[src/rtl/epm_pkg.sv]
// Package: constants, register map and carrier types of the EEPROM pin mux
package epm_pkg;

   // ******************************
   // Register map (byte addresses)
   // ******************************
   localparam logic [7:0] EPM_REG_PIN_ROLE = 8'h00;
   localparam logic [7:0] EPM_REG_GPO = 8'h04;
   localparam logic [7:0] EPM_REG_PHY_CTRL = 8'h08;
   localparam logic [7:0] EPM_REG_STATUS = 8'h0c;

   // Field positions
   localparam int EPM_ROLE_DATA_LSB = 0;
   localparam int EPM_ROLE_CLK_LSB = 2;
   localparam int EPM_GPO_THREE_BIT = 0;
   localparam int EPM_GPO_FOUR_BIT = 1;
   localparam int EPM_PHY_MANUAL_REV_BIT = 0;
   localparam int EPM_ST_BUS32_BIT = 0;
   localparam int EPM_ST_AUTOX_BIT = 1;
   localparam int EPM_ST_REVERSED_BIT = 2;
   localparam int EPM_ST_READ_SEEN_BIT = 3;
   localparam int EPM_ST_CS_BLOCKED_BIT = 4;
   localparam int EPM_ST_REF_LOST_BIT = 5;

   // ******************************
   // Timing
   // ******************************
   localparam int EPM_CLOCK_PERIOD_NS = 25;
   localparam int EPM_REF_FREQ_MHZ = 25;
   localparam int EPM_REF_PERIOD_NS = 1000 / EPM_REF_FREQ_MHZ;
   // Four reference periods without an edge means the reference stopped
   localparam int EPM_REF_TIMEOUT_NS = 4 * EPM_REF_PERIOD_NS;
   localparam int EPM_REF_TIMEOUT_CYC =
      (EPM_REF_TIMEOUT_NS + EPM_CLOCK_PERIOD_NS - 1) / EPM_CLOCK_PERIOD_NS;
   localparam logic [3:0] EPM_REF_TIMEOUT = 4'(EPM_REF_TIMEOUT_CYC);

   // ******************************
   // Types
   // ******************************
   typedef enum logic [1:0] {
      EPM_ROLE_NVM = 2'b00,
      EPM_ROLE_GPO = 2'b01,
      EPM_ROLE_MON_CTL = 2'b10,
      EPM_ROLE_MON_CLK = 2'b11
   } epm_role_t;

   typedef struct packed {
      logic rd;
      logic wr;
      logic [7:0] addr;
      logic [31:0] wdata;
   } epm_bus_req_t;

   typedef struct packed {
      logic p;
      logic n;
   } epm_diff_t;

   typedef struct packed {
      logic a_p;
      logic a_n;
      logic b_p;
      logic b_n;
   } epm_pair_t;

   typedef struct packed {
      logic cs;
      logic sclk;
      logic dout;
      logic doe;
   } epm_nvm_ctrl_t;

   typedef struct packed {
      logic tx_en;
      logic tx_clk;
      logic rx_dv;
      logic rx_clk;
   } epm_mii_mon_t;

   typedef struct packed {
      epm_role_t data_role;
      epm_role_t clk_role;
      logic gpo_three;
      logic gpo_four;
      logic manual_rev;
      logic read_seen;
      logic strap_pending;
      logic bus32;
      logic [31:0] rdata;
      logic data_o;
      logic data_oe;
      logic clk_o;
      logic cs_o;
      logic nvm_di;
      logic xtal_o;
      logic ref_prev;
      logic [3:0] ref_idle;
      logic ref_lost;
   } epm_state_t;

   localparam epm_state_t EPM_STATE_RESET = '{
      data_role: EPM_ROLE_NVM,
      clk_role: EPM_ROLE_NVM,
      strap_pending: 1'b1,
      default: '0
   };

endpackage

[src/rtl/epm_pair_swap.sv]
// Twisted-pair direction swap between the PHY core and the pair pins
`timescale 1ns/10ps
module epm_pair_swap
   import epm_pkg::*;
(
   input wire logic clock,
   input wire logic rst,
   input wire logic sync_rst,
   input wire logic reverse,
   input wire epm_diff_t tx,
   output epm_diff_t rx,
   input wire epm_pair_t pin_in,
   output epm_pair_t pin_out,
   output epm_pair_t pin_oe
);

   typedef struct packed {
      epm_diff_t rx;
      epm_pair_t out;
      epm_pair_t oe;
   } epm_swap_state_t;

   epm_swap_state_t s;
   epm_swap_state_t next_s;

   always_comb begin
      next_s = s;
      if (reverse) begin
         // Pair A listens, pair B drives
         next_s.out = '{a_p: 1'b0, a_n: 1'b0, b_p: tx.p, b_n: tx.n};
         next_s.oe = '{a_p: 1'b0, a_n: 1'b0, b_p: 1'b1, b_n: 1'b1};
         next_s.rx = '{p: pin_in.a_p, n: pin_in.a_n};
      end else begin
         next_s.out = '{a_p: tx.p, a_n: tx.n, b_p: 1'b0, b_n: 1'b0};
         next_s.oe = '{a_p: 1'b1, a_n: 1'b1, b_p: 1'b0, b_n: 1'b0};
         next_s.rx = '{p: pin_in.b_p, n: pin_in.b_n};
      end
      if (sync_rst) begin
         next_s = '0;
      end
   end

   always_ff @(posedge clock or posedge rst) begin
      if (rst) begin
         s <= '0;
      end else begin
         s <= next_s;
      end
   end

   assign rx = s.rx;
   assign pin_out = s.out;
   assign pin_oe = s.oe;

endmodule

[src/rtl/epm_pin_mux.sv]
// Shared EEPROM pin roles, bus-width strap, crossover and reset control
//
// The placing of the registers and the plain strobed port were chosen for this implementation.
`timescale 1ns/10ps
module epm_pin_mux
   import epm_pkg::*;
(
   input wire logic CLOCK,
   input wire logic RST,
   input wire logic EXTERNAL_RESET_N,
   input wire logic POWER_SAVE_EXIT,
   input wire epm_bus_req_t REG_REQ,
   output logic [31:0] REG_RDATA,
   input wire logic REFERENCE_CLOCK_IN,
   output logic CRYSTAL_DRIVE_OUT,
   output logic REFERENCE_LOST,
   input wire logic CROSSOVER_ENABLE_STRAP,
   input wire logic CABLE_REVERSED,
   input wire epm_diff_t PHY_TX,
   output epm_diff_t PHY_RX,
   input wire epm_pair_t PAIR_IN,
   output epm_pair_t PAIR_OUT,
   output epm_pair_t PAIR_OE,
   input wire epm_nvm_ctrl_t NVM_CTRL,
   output logic NVM_READ_DATA,
   input wire logic NVM_DATA_PIN_IN,
   output logic NVM_DATA_PIN_OUT,
   output logic NVM_DATA_PIN_OE,
   output logic NVM_SERIAL_CLOCK,
   output logic NVM_CHIP_SELECT,
   input wire epm_mii_mon_t MII_MON,
   output logic BUS_WIDTH_32
);

   // ******************************
   // Helpers
   // ******************************

   // Output level of a shared pin for its role; every code but NVM is an output
   // role, and in NVM the data pin is an input while NVM_CTRL.doe is low
   function automatic logic role_level(
      input epm_role_t role,
      input logic nvm,
      input logic gpo,
      input logic mon_ctl,
      input logic mon_clk
   );
      logic lvl;
      lvl = nvm;
      unique case (role)
         EPM_ROLE_NVM: lvl = nvm;
         EPM_ROLE_GPO: lvl = gpo;
         EPM_ROLE_MON_CTL: lvl = mon_ctl;
         EPM_ROLE_MON_CLK: lvl = mon_clk;
      endcase
      return lvl;
   endfunction

   function automatic logic [31:0] bit_at(input int pos, input logic v);
      logic [31:0] w;
      w = '0;
      w[pos] = v;
      return w;
   endfunction

   // ******************************
   // State
   // ******************************
   epm_state_t s;
   epm_state_t next_s;
   logic sync_rst;
   logic auto_cross;
   logic reversed;
   logic both_nvm;
   logic ref_edge;

   // Power-on reset arrives on RST; the pin reset acts on the clock
   assign sync_rst = !EXTERNAL_RESET_N;
   assign auto_cross = CROSSOVER_ENABLE_STRAP;
   assign reversed = (auto_cross && CABLE_REVERSED) || s.manual_rev;
   assign both_nvm = (s.data_role == EPM_ROLE_NVM)
      && (s.clk_role == EPM_ROLE_NVM);
   assign ref_edge = REFERENCE_CLOCK_IN != s.ref_prev;

   always_comb begin
      next_s = s;
      next_s.rdata = '0;

      // ******************************
      // Bus-width strap
      // ******************************
      // The data pin is left undriven while the strap is pending so the
      // board pull can be read in the first cycle after release
      if (s.strap_pending) begin
         next_s.bus32 = NVM_DATA_PIN_IN;
         next_s.strap_pending = 1'b0;
      end

      // ******************************
      // Register access
      // ******************************
      if (POWER_SAVE_EXIT) begin
         next_s.read_seen = 1'b0;
      end
      if (REG_REQ.rd) begin
         next_s.read_seen = 1'b1;
         unique case (REG_REQ.addr)
            EPM_REG_PIN_ROLE:
               next_s.rdata = 32'(s.data_role) << EPM_ROLE_DATA_LSB
                  | 32'(s.clk_role) << EPM_ROLE_CLK_LSB;
            EPM_REG_GPO:
               next_s.rdata = bit_at(EPM_GPO_THREE_BIT, s.gpo_three)
                  | bit_at(EPM_GPO_FOUR_BIT, s.gpo_four);
            EPM_REG_PHY_CTRL:
               next_s.rdata = bit_at(EPM_PHY_MANUAL_REV_BIT, s.manual_rev);
            EPM_REG_STATUS:
               next_s.rdata = bit_at(EPM_ST_BUS32_BIT, s.bus32)
                  | bit_at(EPM_ST_AUTOX_BIT, auto_cross)
                  | bit_at(EPM_ST_REVERSED_BIT, reversed)
                  | bit_at(EPM_ST_READ_SEEN_BIT, s.read_seen)
                  | bit_at(EPM_ST_CS_BLOCKED_BIT, !both_nvm)
                  | bit_at(EPM_ST_REF_LOST_BIT, s.ref_lost);
            default: next_s.rdata = '0;
         endcase
      end
      // Writes before the first read after reset or POWER_SAVE_EXIT are dropped silently
      if (REG_REQ.wr && s.read_seen) begin
         unique case (REG_REQ.addr)
            EPM_REG_PIN_ROLE: begin
               next_s.data_role = epm_role_t'(
                  REG_REQ.wdata[EPM_ROLE_DATA_LSB +: 2]);
               next_s.clk_role = epm_role_t'(
                  REG_REQ.wdata[EPM_ROLE_CLK_LSB +: 2]);
            end
            EPM_REG_GPO: begin
               next_s.gpo_three = REG_REQ.wdata[EPM_GPO_THREE_BIT];
               next_s.gpo_four = REG_REQ.wdata[EPM_GPO_FOUR_BIT];
            end
            EPM_REG_PHY_CTRL:
               next_s.manual_rev = REG_REQ.wdata[EPM_PHY_MANUAL_REV_BIT];
            default: begin
            end
         endcase
      end

      // ******************************
      // Shared pins
      // ******************************
      // Monitors are sampled on CLOCK, so a monitored MII clock is only a
      // coarse image of the real one; edges may move by one period
      next_s.data_o = role_level(s.data_role, NVM_CTRL.dout, s.gpo_three,
         MII_MON.tx_en, MII_MON.tx_clk);
      if (s.data_role == EPM_ROLE_NVM) begin
         next_s.data_oe = NVM_CTRL.doe && !s.strap_pending;
      end else begin
         next_s.data_oe = !s.strap_pending;
      end
      next_s.nvm_di = (s.data_role == EPM_ROLE_NVM) && NVM_DATA_PIN_IN;
      next_s.clk_o = role_level(s.clk_role, NVM_CTRL.sclk, s.gpo_four,
         MII_MON.rx_dv, MII_MON.rx_clk);
      next_s.cs_o = NVM_CTRL.cs && both_nvm;

      // ******************************
      // Reference clock
      // ******************************
      next_s.xtal_o = !REFERENCE_CLOCK_IN;
      next_s.ref_prev = REFERENCE_CLOCK_IN;
      if (ref_edge) begin
         next_s.ref_idle = '0;
         next_s.ref_lost = 1'b0;
      end else if (s.ref_idle == EPM_REF_TIMEOUT) begin
         next_s.ref_lost = 1'b1;
      end else begin
         next_s.ref_idle = s.ref_idle + 4'h1;
      end

      if (sync_rst) begin
         next_s = EPM_STATE_RESET;
      end
   end

   always_ff @(posedge CLOCK or posedge RST) begin
      if (RST) begin
         s <= EPM_STATE_RESET;
      end else begin
         s <= next_s;
      end
   end

   // ******************************
   // Twisted pair
   // ******************************
   epm_pair_swap u_swap (
      .clock(CLOCK),
      .rst(RST),
      .sync_rst(sync_rst),
      .reverse(reversed),
      .tx(PHY_TX),
      .rx(PHY_RX),
      .pin_in(PAIR_IN),
      .pin_out(PAIR_OUT),
      .pin_oe(PAIR_OE)
   );

   assign REG_RDATA = s.rdata;
   assign CRYSTAL_DRIVE_OUT = s.xtal_o;
   assign REFERENCE_LOST = s.ref_lost;
   assign NVM_READ_DATA = s.nvm_di;
   assign NVM_DATA_PIN_OUT = s.data_o;
   assign NVM_DATA_PIN_OE = s.data_oe;
   assign NVM_SERIAL_CLOCK = s.clk_o;
   assign NVM_CHIP_SELECT = s.cs_o;
   assign BUS_WIDTH_32 = s.bus32;

endmodule

[config.mk]
export PLATFORM = sky130hd
export DESIGN_NAME = epm_pin_mux
export DESIGN_NICKNAME = d
export VERILOG_FILES = /design/src/rtl/epm_pkg.sv /design/src/rtl/epm_pair_swap.sv /design/src/rtl/epm_pin_mux.sv
export SDC_FILE = /design/constraint.sdc
export NUM_CORES = 1
export LEC_CHECK = 0
export ABC_AREA = 1
export BUFFER_PORTS_ARGS = -buffer_cell sky130_fd_sc_hd__buf_2
export CORE_ASPECT_RATIO = 0.7
export CORE_MARGIN = 1
export CORE_UTILIZATION = 43
export DETAILED_ROUTE_END_ITERATION = 8
export PLACE_DENSITY = 0.8
export SYNTH_ARGS = -nofsm -noshare
export SYNTH_HDL_FRONTEND = slang
export SYNTH_SLANG_ARGS = --single-unit
[constraint.sdc]
create_clock -name CLOCK -period 1.7 [get_ports CLOCK]
set_clock_uncertainty 0.2 [all_clocks]
set_input_delay 0.255 -clock CLOCK [delete_from_list [all_inputs] [get_ports CLOCK]]
set_output_delay 0.255 -clock CLOCK [all_outputs]
set_load 0.1 [all_outputs]
==> results of run 1 <==
[state kept, by name (all words and copies together), names as in the netlist]
signal and flops:
s 14, REG_RDATA 6, u_swap.pin_out 4, u_swap.pin_oe 2, u_swap.rx 2, BUS_WIDTH_32 1, CRYSTAL_DRIVE_OUT 1, NVM_CHIP_SELECT 1
NVM_DATA_PIN_OE 1, NVM_DATA_PIN_OUT 1, NVM_READ_DATA 1, NVM_SERIAL_CLOCK 1, REFERENCE_LOST 1
[cell families (layout without fill, tap and decap cells)]
| group | after synthesis | count (layout) | share of synthesized area (%) |
|---|---|---|---|
| compound gates | 21 | 21 | 6.45 |
| xor+xnor | 2 | 2 | 0.930 |
| flops | 36 | 36 | 47.9 |
| fa+ha+maj | 1 | 1 | 0.664 |
| simple gates | 91 | 91 | 24.5 |
| buf+inv | 61 | 104 | 19.3 |
| other cells | 1 | 26 | 0.199 |
[what timing repair did]
item | 4_1_cts | 5_1_grt
setup endpoints to repair | 0 | 0
hold buffers | 10 | 0
hold endpoints to repair | 44 | 0
[worst max path at each step]
stage	end	from	depth (start not counted)	slack, ps
detailed placement	s[51]$_DFFE_PP0P_	REG_REQ[39]	7	340
global placement	s[51]$_DFFE_PP0P_	REG_REQ[33]	7	360
global route	BUS_WIDTH_32	BUS_WIDTH_32$_DFFE_PP0P_	1	70
CTS	BUS_WIDTH_32	BUS_WIDTH_32$_DFFE_PP0P_	1	90
finish	BUS_WIDTH_32	BUS_WIDTH_32$_DFFE_PP0P_	1	110
floorplan	REG_RDATA[0]$_DFF_PP0_	BUS_WIDTH_32$_DFFE_PP0P_	4	170
[layout by cell type (no fill, tap or decap), types with 2 or more instances in the layout]
cell	synthesis	layout
buf_2	1	59
dfrtp_1	35	33
nand2_1	29	29
conb_1	1	26
inv_1	23	23
nand3_1	21	21
nor2_1	20	20
dlygate4sd3_1	0	10
o21ai_1	7	7
a21oi_1	6	6
clkbuf_8	0	5
nand2_2	4	4
nor2_2	4	4
nand4_1	3	3
or2_1	2	2
nand3_2	2	2
o21ai_0	2	2
nand2_4	2	2
a22o_1	2	2
buf_4	35	2
dfrtp_2	0	2
[metrics by stage]
step / instance area (um^2) / power [mW] / std cells / setup WS (ps) / hold slack [ps]
finish: 2290 / 2.22 / 333 / 112 / 18.0
global route: 2290 / 2.32 / 333 / 66.8 / 30.6
CTS: 2290 / 2.25 / 333 / 87.7 / 5.23
detailed placement: 2090 / 1.49 / 315 / 336 / 184
global placement: 2090 / 1.49 / 315 / 358 / 177
floorplan: 1980 / 1.45 / 238 / 175 / 121
[per-layer routing]
layer	vias up	GRT usage (%)	share of wire, %
met3	5	6.40	6.5
met4	0	5.36	1.0
li1	750	-	-
met5	-	0	0
met2	52	27.0	45
met1	657	23.8	48
[where the power goes]
group | switching (mW) | internal [mW] | total, mW
combinational | 0.507 | 0.0862 | 0.593
clock | 0.297 | 0.435 | 0.732
sequential | 0.0123 | 0.883 | 0.896
total | 0.816 | 1.40 | 2.22
[final cells by class]
class / instances / area, um^2
clock buffer: 6 / 72.6
clock inverter: 2 / 35.0
fill: 396 / 1770
inverter: 25 / 96.3
multi-input combinational: 141 / 711
sequential: 36 / 905
tap: 52 / 65.1
timing repair buffer: 71 / 410
==> flow_summary_export.csv, run 1 <==
group,metric,value,unit
hold_path,min_to,"NVM_READ_DATA$_DFF_PP0_",
clock_tree,htreeDepth,2,
power_and_ir_drop,vdd_drop_max,0.568,mV
place,place.gp.congestion,0.852,
critical_path,worstPathArrival,1130,ps
critical_path,crit_family,"buffers and inverters",
synth,syn_inst,213,
synth,synth_edf_count,0,
hold_path,worstHoldPathCells,3,
detailed_routing,vias_per_cell,4.40,
synth,async_reset_ff_share,100,%
synth,syn_avg_cell_area,8.84,um^2
clock_tree,cts_setup_buffers,0,
hold_path,min_path_type,"in -> reg",
detailed_routing,wl_per_cell,11.0,um
critical_path,cp_slowest_stage_delay,450,ps
floorplanning,die_w,81.1,um
sta,fin_tns_setup,0,ps
detailed_routing,routed_wl,3.66,mm
floorplanning,num_rows,19,
sta,finalCritPeriodShare,93.4,%
sta,timing.final.max_slew_violations,0,
global_routing,antenna_found_initial,0,
synth,ys_seq_area_share,47.9,%
clock_tree,worstSkewPairLatency,290,ps
layout,fin_nets,345,
critical_path,critical_path.endpoint_type,"output port",
critical_path,crit_fanout,3,
detailed_routing,via_count,1464,
synth,ys_top_cells_by_area,"dfrtp_1, buf_4, nand2_1, nand3_1, inv_1",
detailed_routing,antenna_left,0,
run_status,status,"finished, final reports clean",
power_and_ir_drop,p_per_area,968,mW/mm^2
clock_tree,clock_sinks,36,
detailed_routing,first_iter_violations,73,
sta,max_freq,630,MHz
power_and_ir_drop,leakage,1.31,nW
layout,diodes,0,
critical_path,startpoint_type,"flop",
clock_tree,cts_tree,"done",
layout,area_growth,21.9,%
critical_path,worst-setup-path-type,"reg -> out",
global_routing,grt_pass1_wl,6.02,mm
clock_tree,path_clk_slew,70,ps
critical_path,reg2reg_depth,5,
sta,final_period_minus_worst_setup_slack,1590,ps
critical_path,rrSetupSlack,350,ps
floorplanning,die_y,57.4,um
layout,layout-drive-gt1-share,31.3,%
synth,synth_top_area_share,46.5,%
synth,yosysTopAreaCell,"dfrtp_1",
global_routing,grt_usage,17.8,%
global_routing,grt-ovfl-total,0,
synth,synth-seq-cells,36,
critical_path,worstReg2RegStart,"s[1]$_DFFE_PP0P_",
clock_tree,numCtsBuffers,5,
place,hpwlAfterDp,2.78,mm
critical_path,cp.required,1240,ps
synth,yosys_warnings,0,
clock_tree,ctsLongestPathBuffers,2,
detailed_routing,route.detailed.drc,0,
synth,synth_ff_type,"dfrtp_1",
place,portBuffers,59,
synth,ys_types,32,
synth,syn_area,0.00188,mm^2
job,cap_violations,0,
critical_path,path_buf_inv,1,
critical_path,path_cells,"buf_2",
floorplanning,dieArea,0.00465,mm^2
synth,synth_common_cells,"buf_4, dfrtp_1, nand2_1, inv_1, nand3_1",
sta,hold_viol,0,
floorplanning,core_area,0.00407,mm^2
floorplanning,ioPinCount,114,
sta,rsz0062_at_grt,"no",
detailed_routing,firstDrtPassIters,4,
global_routing,grt_pass1_vias,1328,
clock_tree,cts-root-buf,"clkbuf_8",
global_routing,grt_max_degree,37,
critical_path,r2r-end,"s[1]$_DFFE_PP0P_",
floorplanning,start_util,46.3,%
sta,setup_viol,0,
hold_path,holdCritStartpoint,"NVM_DATA_PIN_IN",
critical_path,slowest_stage,"buf_2",
layout,fin_util,56.4,%
clock_tree,cts_resized,0,
No activity file was read; power rests on OpenSTA's default activity.
==> run 2, diff against run 1 <==
--- a/config.mk
+++ b/config.mk
@@ -11,6 +11,7 @@
 export CORE_MARGIN = 1
 export CORE_UTILIZATION = 43
 export DETAILED_ROUTE_END_ITERATION = 8
+export MAX_ROUTING_LAYER = met4
 export PLACE_DENSITY = 0.8
 export SYNTH_ARGS = -nofsm -noshare
 export SYNTH_HDL_FRONTEND = slang
==> flow_summary_export.csv, run 2 (same netlist as run 1, synthesis figures left out) <==
group,metric,value,unit
clock_tree,worstSkewPairLatency,280,ps
detailed_routing,first_iter_violations,66,
global_routing,grt_pass1_vias,1325,
sta,hold_viol,0,
job,cap_violations,0,
critical_path,path_buf_inv,1,
detailed_routing,routed_wl,3.67,mm
critical_path,critical_path.endpoint_type,"output port",
critical_path,crit_fanout,3,
hold_path,worstHoldPathCells,3,
hold_path,min_to,"NVM_READ_DATA$_DFF_PP0_",
global_routing,grt_max_degree,37,
clock_tree,path_clk_slew,70,ps
clock_tree,cts_tree,"done",
layout,fin_nets,345,
clock_tree,numCtsBuffers,5,
layout,diodes,0,
critical_path,reg2reg_depth,5,
layout,instances_no_fill,333,
hold_path,holdCritStartpoint,"NVM_DATA_PIN_IN",
power_and_ir_drop,p_per_area,968,mW/mm^2
sta,finalHoldWorstSlack,19.6,ps
layout,fin_area,0.00229,mm^2
critical_path,path_cells,"buf_2",
global_routing,grt_pass1_wl,6.01,mm
layout,area_growth,21.9,%
layout,final_cell_mix,"buf_2, dfrtp_1, nand2_1",
place,dpl_cell_area,0.00209,mm^2
critical_path,worstReg2RegStart,"s[1]$_DFFE_PP0P_",
sta,max_freq,629,MHz
place,portBuffers,59,
detailed_routing,wl_per_cell,11.0,um
critical_path,worst-setup-path-type,"reg -> out",
floorplanning,dieArea,0.00465,mm^2
floorplanning,die_y,57.4,um
global_routing,grt-ovfl-total,0,
global_routing,antenna_found_initial,0,
clock_tree,cts_resized,0,
clock_tree,htreeDepth,2,
floorplanning,ioPinCount,114,
sta,timing.final.max_slew_violations,0,
clock_tree,clock_sinks,36,
sta,rsz0062_at_grt,"no",
power_and_ir_drop,vdd_drop_max,0.568,mV
layout,layout-drive-gt1-share,31.3,%
critical_path,startpoint_type,"flop",
sta,finalCritPeriodShare,93.5,%
detailed_routing,route.detailed.drc,0,
hold_path,min_path_type,"in -> reg",
clock_tree,ctsLongestPathBuffers,2,
detailed_routing,firstDrtPassIters,4,
layout,final_common_cell,"buf_2",
detailed_routing,antenna_left,0,
floorplanning,die_w,81.1,um
place,hpwlAfterDp,2.78,mm
layout,final-seq-area,905,um^2
detailed_routing,vias_per_cell,4.38,
critical_path,r2r-end,"s[1]$_DFFE_PP0P_",
clock_tree,cts-root-buf,"clkbuf_8",
layout,largest_reg_flops,14,
place,place.gp.congestion,0.866,
critical_path,cp.required,1240,ps
run_status,status,"finished, final reports clean",
critical_path,worstPathArrival,1140,ps
layout,multiInputGateArea,711,um^2
sta,final_period_minus_worst_setup_slack,1590,ps
floorplanning,core_area,0.00407,mm^2
sta,setup_viol,0,
place,dp.cells,315,
critical_path,rrSetupSlack,350,ps
critical_path,slowest_stage,"buf_2",
critical_path,cp_slowest_stage_delay,450,ps
sta,fin_tns_setup,0,ps
power_and_ir_drop,leakage,1.31,nW
floorplanning,start_util,46.3,%
detailed_routing,via_count,1460,
layout,top_register,"s",
layout,fin_util,56.4,%
floorplanning,num_rows,19,
global_routing,grt_usage,18.2,%
critical_path,crit_family,"buffers and inverters",
layout,fill_cells,396,
[run 2: cell counts in the layout (fill, tap and decap cells not counted)]
No cell type changed its count.
[run 2: what timing repair did]
action                                 CTS  global route
hold buffers                            10             0
endpoints found under the hold margin   44             0
setup buffers                            0             0
[run 2: final cells by class]
type	count	share of cell area [%]
clock buffer	6	3.16
multi-input combinational	141	31.0
inverter	25	4.20
timing repair buffer	71	17.9
sequential	36	39.4
tap	52	2.84
clock inverter	2	1.53
[run 2: through the flow]
stage | setup WS (ps) | power, mW
global route | 71.2 | 2.32
CTS | 87.7 | 2.25
floorplan | 175 | 1.45
detailed placement | 336 | 1.49
global placement | 358 | 1.49
finish | 110 | 2.22
[run 2: where the power goes]
group	internal, mW	switching, mW
Clock	0.435	0.298
Sequential	0.883	0.0124
Combinational	0.0862	0.507
Total	1.40	0.817
[run 2: worst max path at each step]
stage                              from  depth (start not counted)  slack (ps)                     end
6_report       BUS_WIDTH_32$_DFFE_PP0P_                          1         110            BUS_WIDTH_32
5_1_grt        BUS_WIDTH_32$_DFFE_PP0P_                          1          70            BUS_WIDTH_32
4_1_cts        BUS_WIDTH_32$_DFFE_PP0P_                          1          90            BUS_WIDTH_32
3_5_place_dp                REG_REQ[39]                          7         340       s[51]$_DFFE_PP0P_
3_3_place_gp                REG_REQ[33]                          7         360       s[51]$_DFFE_PP0P_
2_1_floorplan  BUS_WIDTH_32$_DFFE_PP0P_                          4         170  REG_RDATA[0]$_DFF_PP0_
[run 2: layer usage]
metal	track usage [%]	share of wire, %
met3	4.96	5.8
met4	6.89	1.3
met1	23.8	48
met5	-	0
met2	27.0	45
==> run 3, diff against run 2 <==
==> constraint.sdc (replaced) <==
create_clock -name CLOCK -period 1.8 [get_ports CLOCK]
set_clock_uncertainty 0.2 [all_clocks]
set_input_delay 0.27 -clock CLOCK [delete_from_list [all_inputs] [get_ports CLOCK]]
set_output_delay 0.27 -clock CLOCK [all_outputs]
set_load 0.1 [all_outputs]
==> flow_summary_export.csv, run 3 (same netlist as run 1, synthesis figures left out) <==
group,metric,value,unit
sta,setup_slack,190,ps
floorplanning,core_area,0.00407,mm^2
critical_path,worstPathArrival,1140,ps
sta,fin_tns_setup,0,ps
floorplanning,ioPinCount,114,
place,portBuffers,59,
layout,final_cell_mix,"buf_2, dfrtp_1, nand2_1",
layout,area_growth,19.8,%
power_and_ir_drop,power,2.10,mW
clock_tree,cts_hold_buf,6,
place,dpl_cell_area,0.00208,mm^2
detailed_routing,route.detailed.drc,0,
floorplanning,num_rows,19,
power_and_ir_drop,vdd_drop_max,0.545,mV
critical_path,critical_path.endpoint_type,"output port",
place,pre_cts_slack,439,ps
global_routing,antenna_found_initial,0,
sta,finalHoldWorstSlack,11.9,ps
layout,diodes,0,
clock_tree,cts-root-buf,"clkbuf_8",
run_status,status,"finished, final reports clean",
global_routing,grt_pass1_wl,6.13,mm
layout,layout-drive-gt1-share,31.4,%
sta,finalCritPeriodShare,89.5,%
layout,fin_area,0.00226,mm^2
critical_path,path_buf_inv,1,
floorplanning,dieArea,0.00465,mm^2
critical_path,startpoint_type,"flop",
clock_tree,numCtsBuffers,5,
layout,instances_no_fill,329,
detailed_routing,firstDrtPassIters,4,
critical_path,cp.required,1330,ps
place,hpwlAfterDp,2.83,mm
floorplanning,die_y,57.4,um
floorplanning,start_util,46.3,%
layout,top_register,"s",
floorplanning,die_w,81.1,um
detailed_routing,via_count,1490,
clock_tree,path_clk_slew,70,ps
sta,final_period_minus_worst_setup_slack,1610,ps
clock_tree,clock_sinks,36,
layout,fin_nets,341,
clock_tree,ctsLongestPathBuffers,2,
layout,final_common_cell,"buf_2",
sta,setup_viol,0,
sta,timing.final.max_slew_violations,0,
hold_path,min_path_type,"in -> reg",
global_routing,grt-ovfl-total,0,
layout,largest_reg_flops,14,
critical_path,reg2reg_depth,5,
critical_path,crit_family,"buffers and inverters",
detailed_routing,wl_per_cell,11.4,um
detailed_routing,routed_wl,3.75,mm
critical_path,path_cells,"buf_2",
power_and_ir_drop,leakage,1.29,nW
global_routing,grt_pass1_vias,1395,
clock_tree,htreeDepth,2,
critical_path,cp_slowest_stage_delay,450,ps
clock_tree,cts_setup_buffers,0,
power_and_ir_drop,p_per_area,932,mW/mm^2
detailed_routing,vias_per_cell,4.53,
layout,fin_util,55.5,%
clock_tree,cts_tree,"done",
sta,max_freq,621,MHz
critical_path,slowest_stage,"buf_2",
clock_tree,worstSkewPairLatency,290,ps
hold_path,worstHoldPathCells,3,
global_routing,grt_max_degree,37,
detailed_routing,first_iter_violations,87,
clock_tree,cts_resized,0,
detailed_routing,antenna_left,0,
layout,fill_cells,406,
sta,rsz0062_at_grt,"no",
job,cap_violations,0,
critical_path,worst-setup-path-type,"reg -> out",
critical_path,critical_path_depth,1,
global_routing,grt_usage,18.9,%
place,place.gp.congestion,0.820,
place,dp.cells,315,
sta,hold_viol,0,
critical_path,crit_fanout,3,
[run 3: cell count changes in the layout (fill, tap and decap cells not counted)]
| cell | previous run | this run |
|---|---|---|
| dfrtp_2 | 2 | 0 |
| clkbuf_1 | 1 | 0 |
| dlygate4sd3_1 | 10 | 6 |
| dfrtp_1 | 33 | 35 |
| clkinvlp_4 | 0 | 1 |
[run 3: cell type report]
type	count	area (um^2)	share of cell area (%)
Sequential cell	36	902	40.0
Multi-Input combinational cell	141	711	31.5
Timing Repair Buffer	67	370	16.4
Inverter	25	96.3	4.27
Clock buffer	5	68.8	3.05
Tap cell	52	65.1	2.88
Clock inverter	3	42.5	1.89
[run 3: final timing paths]
check                                      startpoint                     endpoint  slack (ps)
setup / recovery             BUS_WIDTH_32$_DFFE_PP0P_                 BUS_WIDTH_32         190
hold / removal                              PHY_TX[1]  u_swap.pin_out[1]$_DFF_PP0_          10
setup reg to reg                     s[1]$_DFFE_PP0P_             s[1]$_DFFE_PP0P_         420
hold reg to reg            REFERENCE_LOST$_DFFE_PP0P_       REG_RDATA[5]$_DFF_PP0_         320
max in group asynchronous                         RST              s[45]$_DFF_PP1_         630
min in group asynchronous                         RST            s[50]$_DFFE_PP0P_         430
[run 3: metal layers]
layer  vias to the layer above  global-route usage (%)  part of all wire [%]
met3                         8                    4.48                   8.2
met5                         -                       -                     0
met2                        68                    28.7                    46
met1                       674                    23.3                    44
li1                        740                       -                     -
met4                         0                    9.95                   1.9
[run 3: report_power, final]
group,internal [mW],total (mW),leakage [nW],switching (mW)
logic,0.0761,0.555,0.755,0.479
registers,0.834,0.845,0.482,0.0116
clock network,0.410,0.701,0.0541,0.292
total,1.32,2.10,1.29,0.782
[run 3: worst min-delay path: stages]
cell	delay, ps
buf_2	90
inv_1	60
nor2_1	40
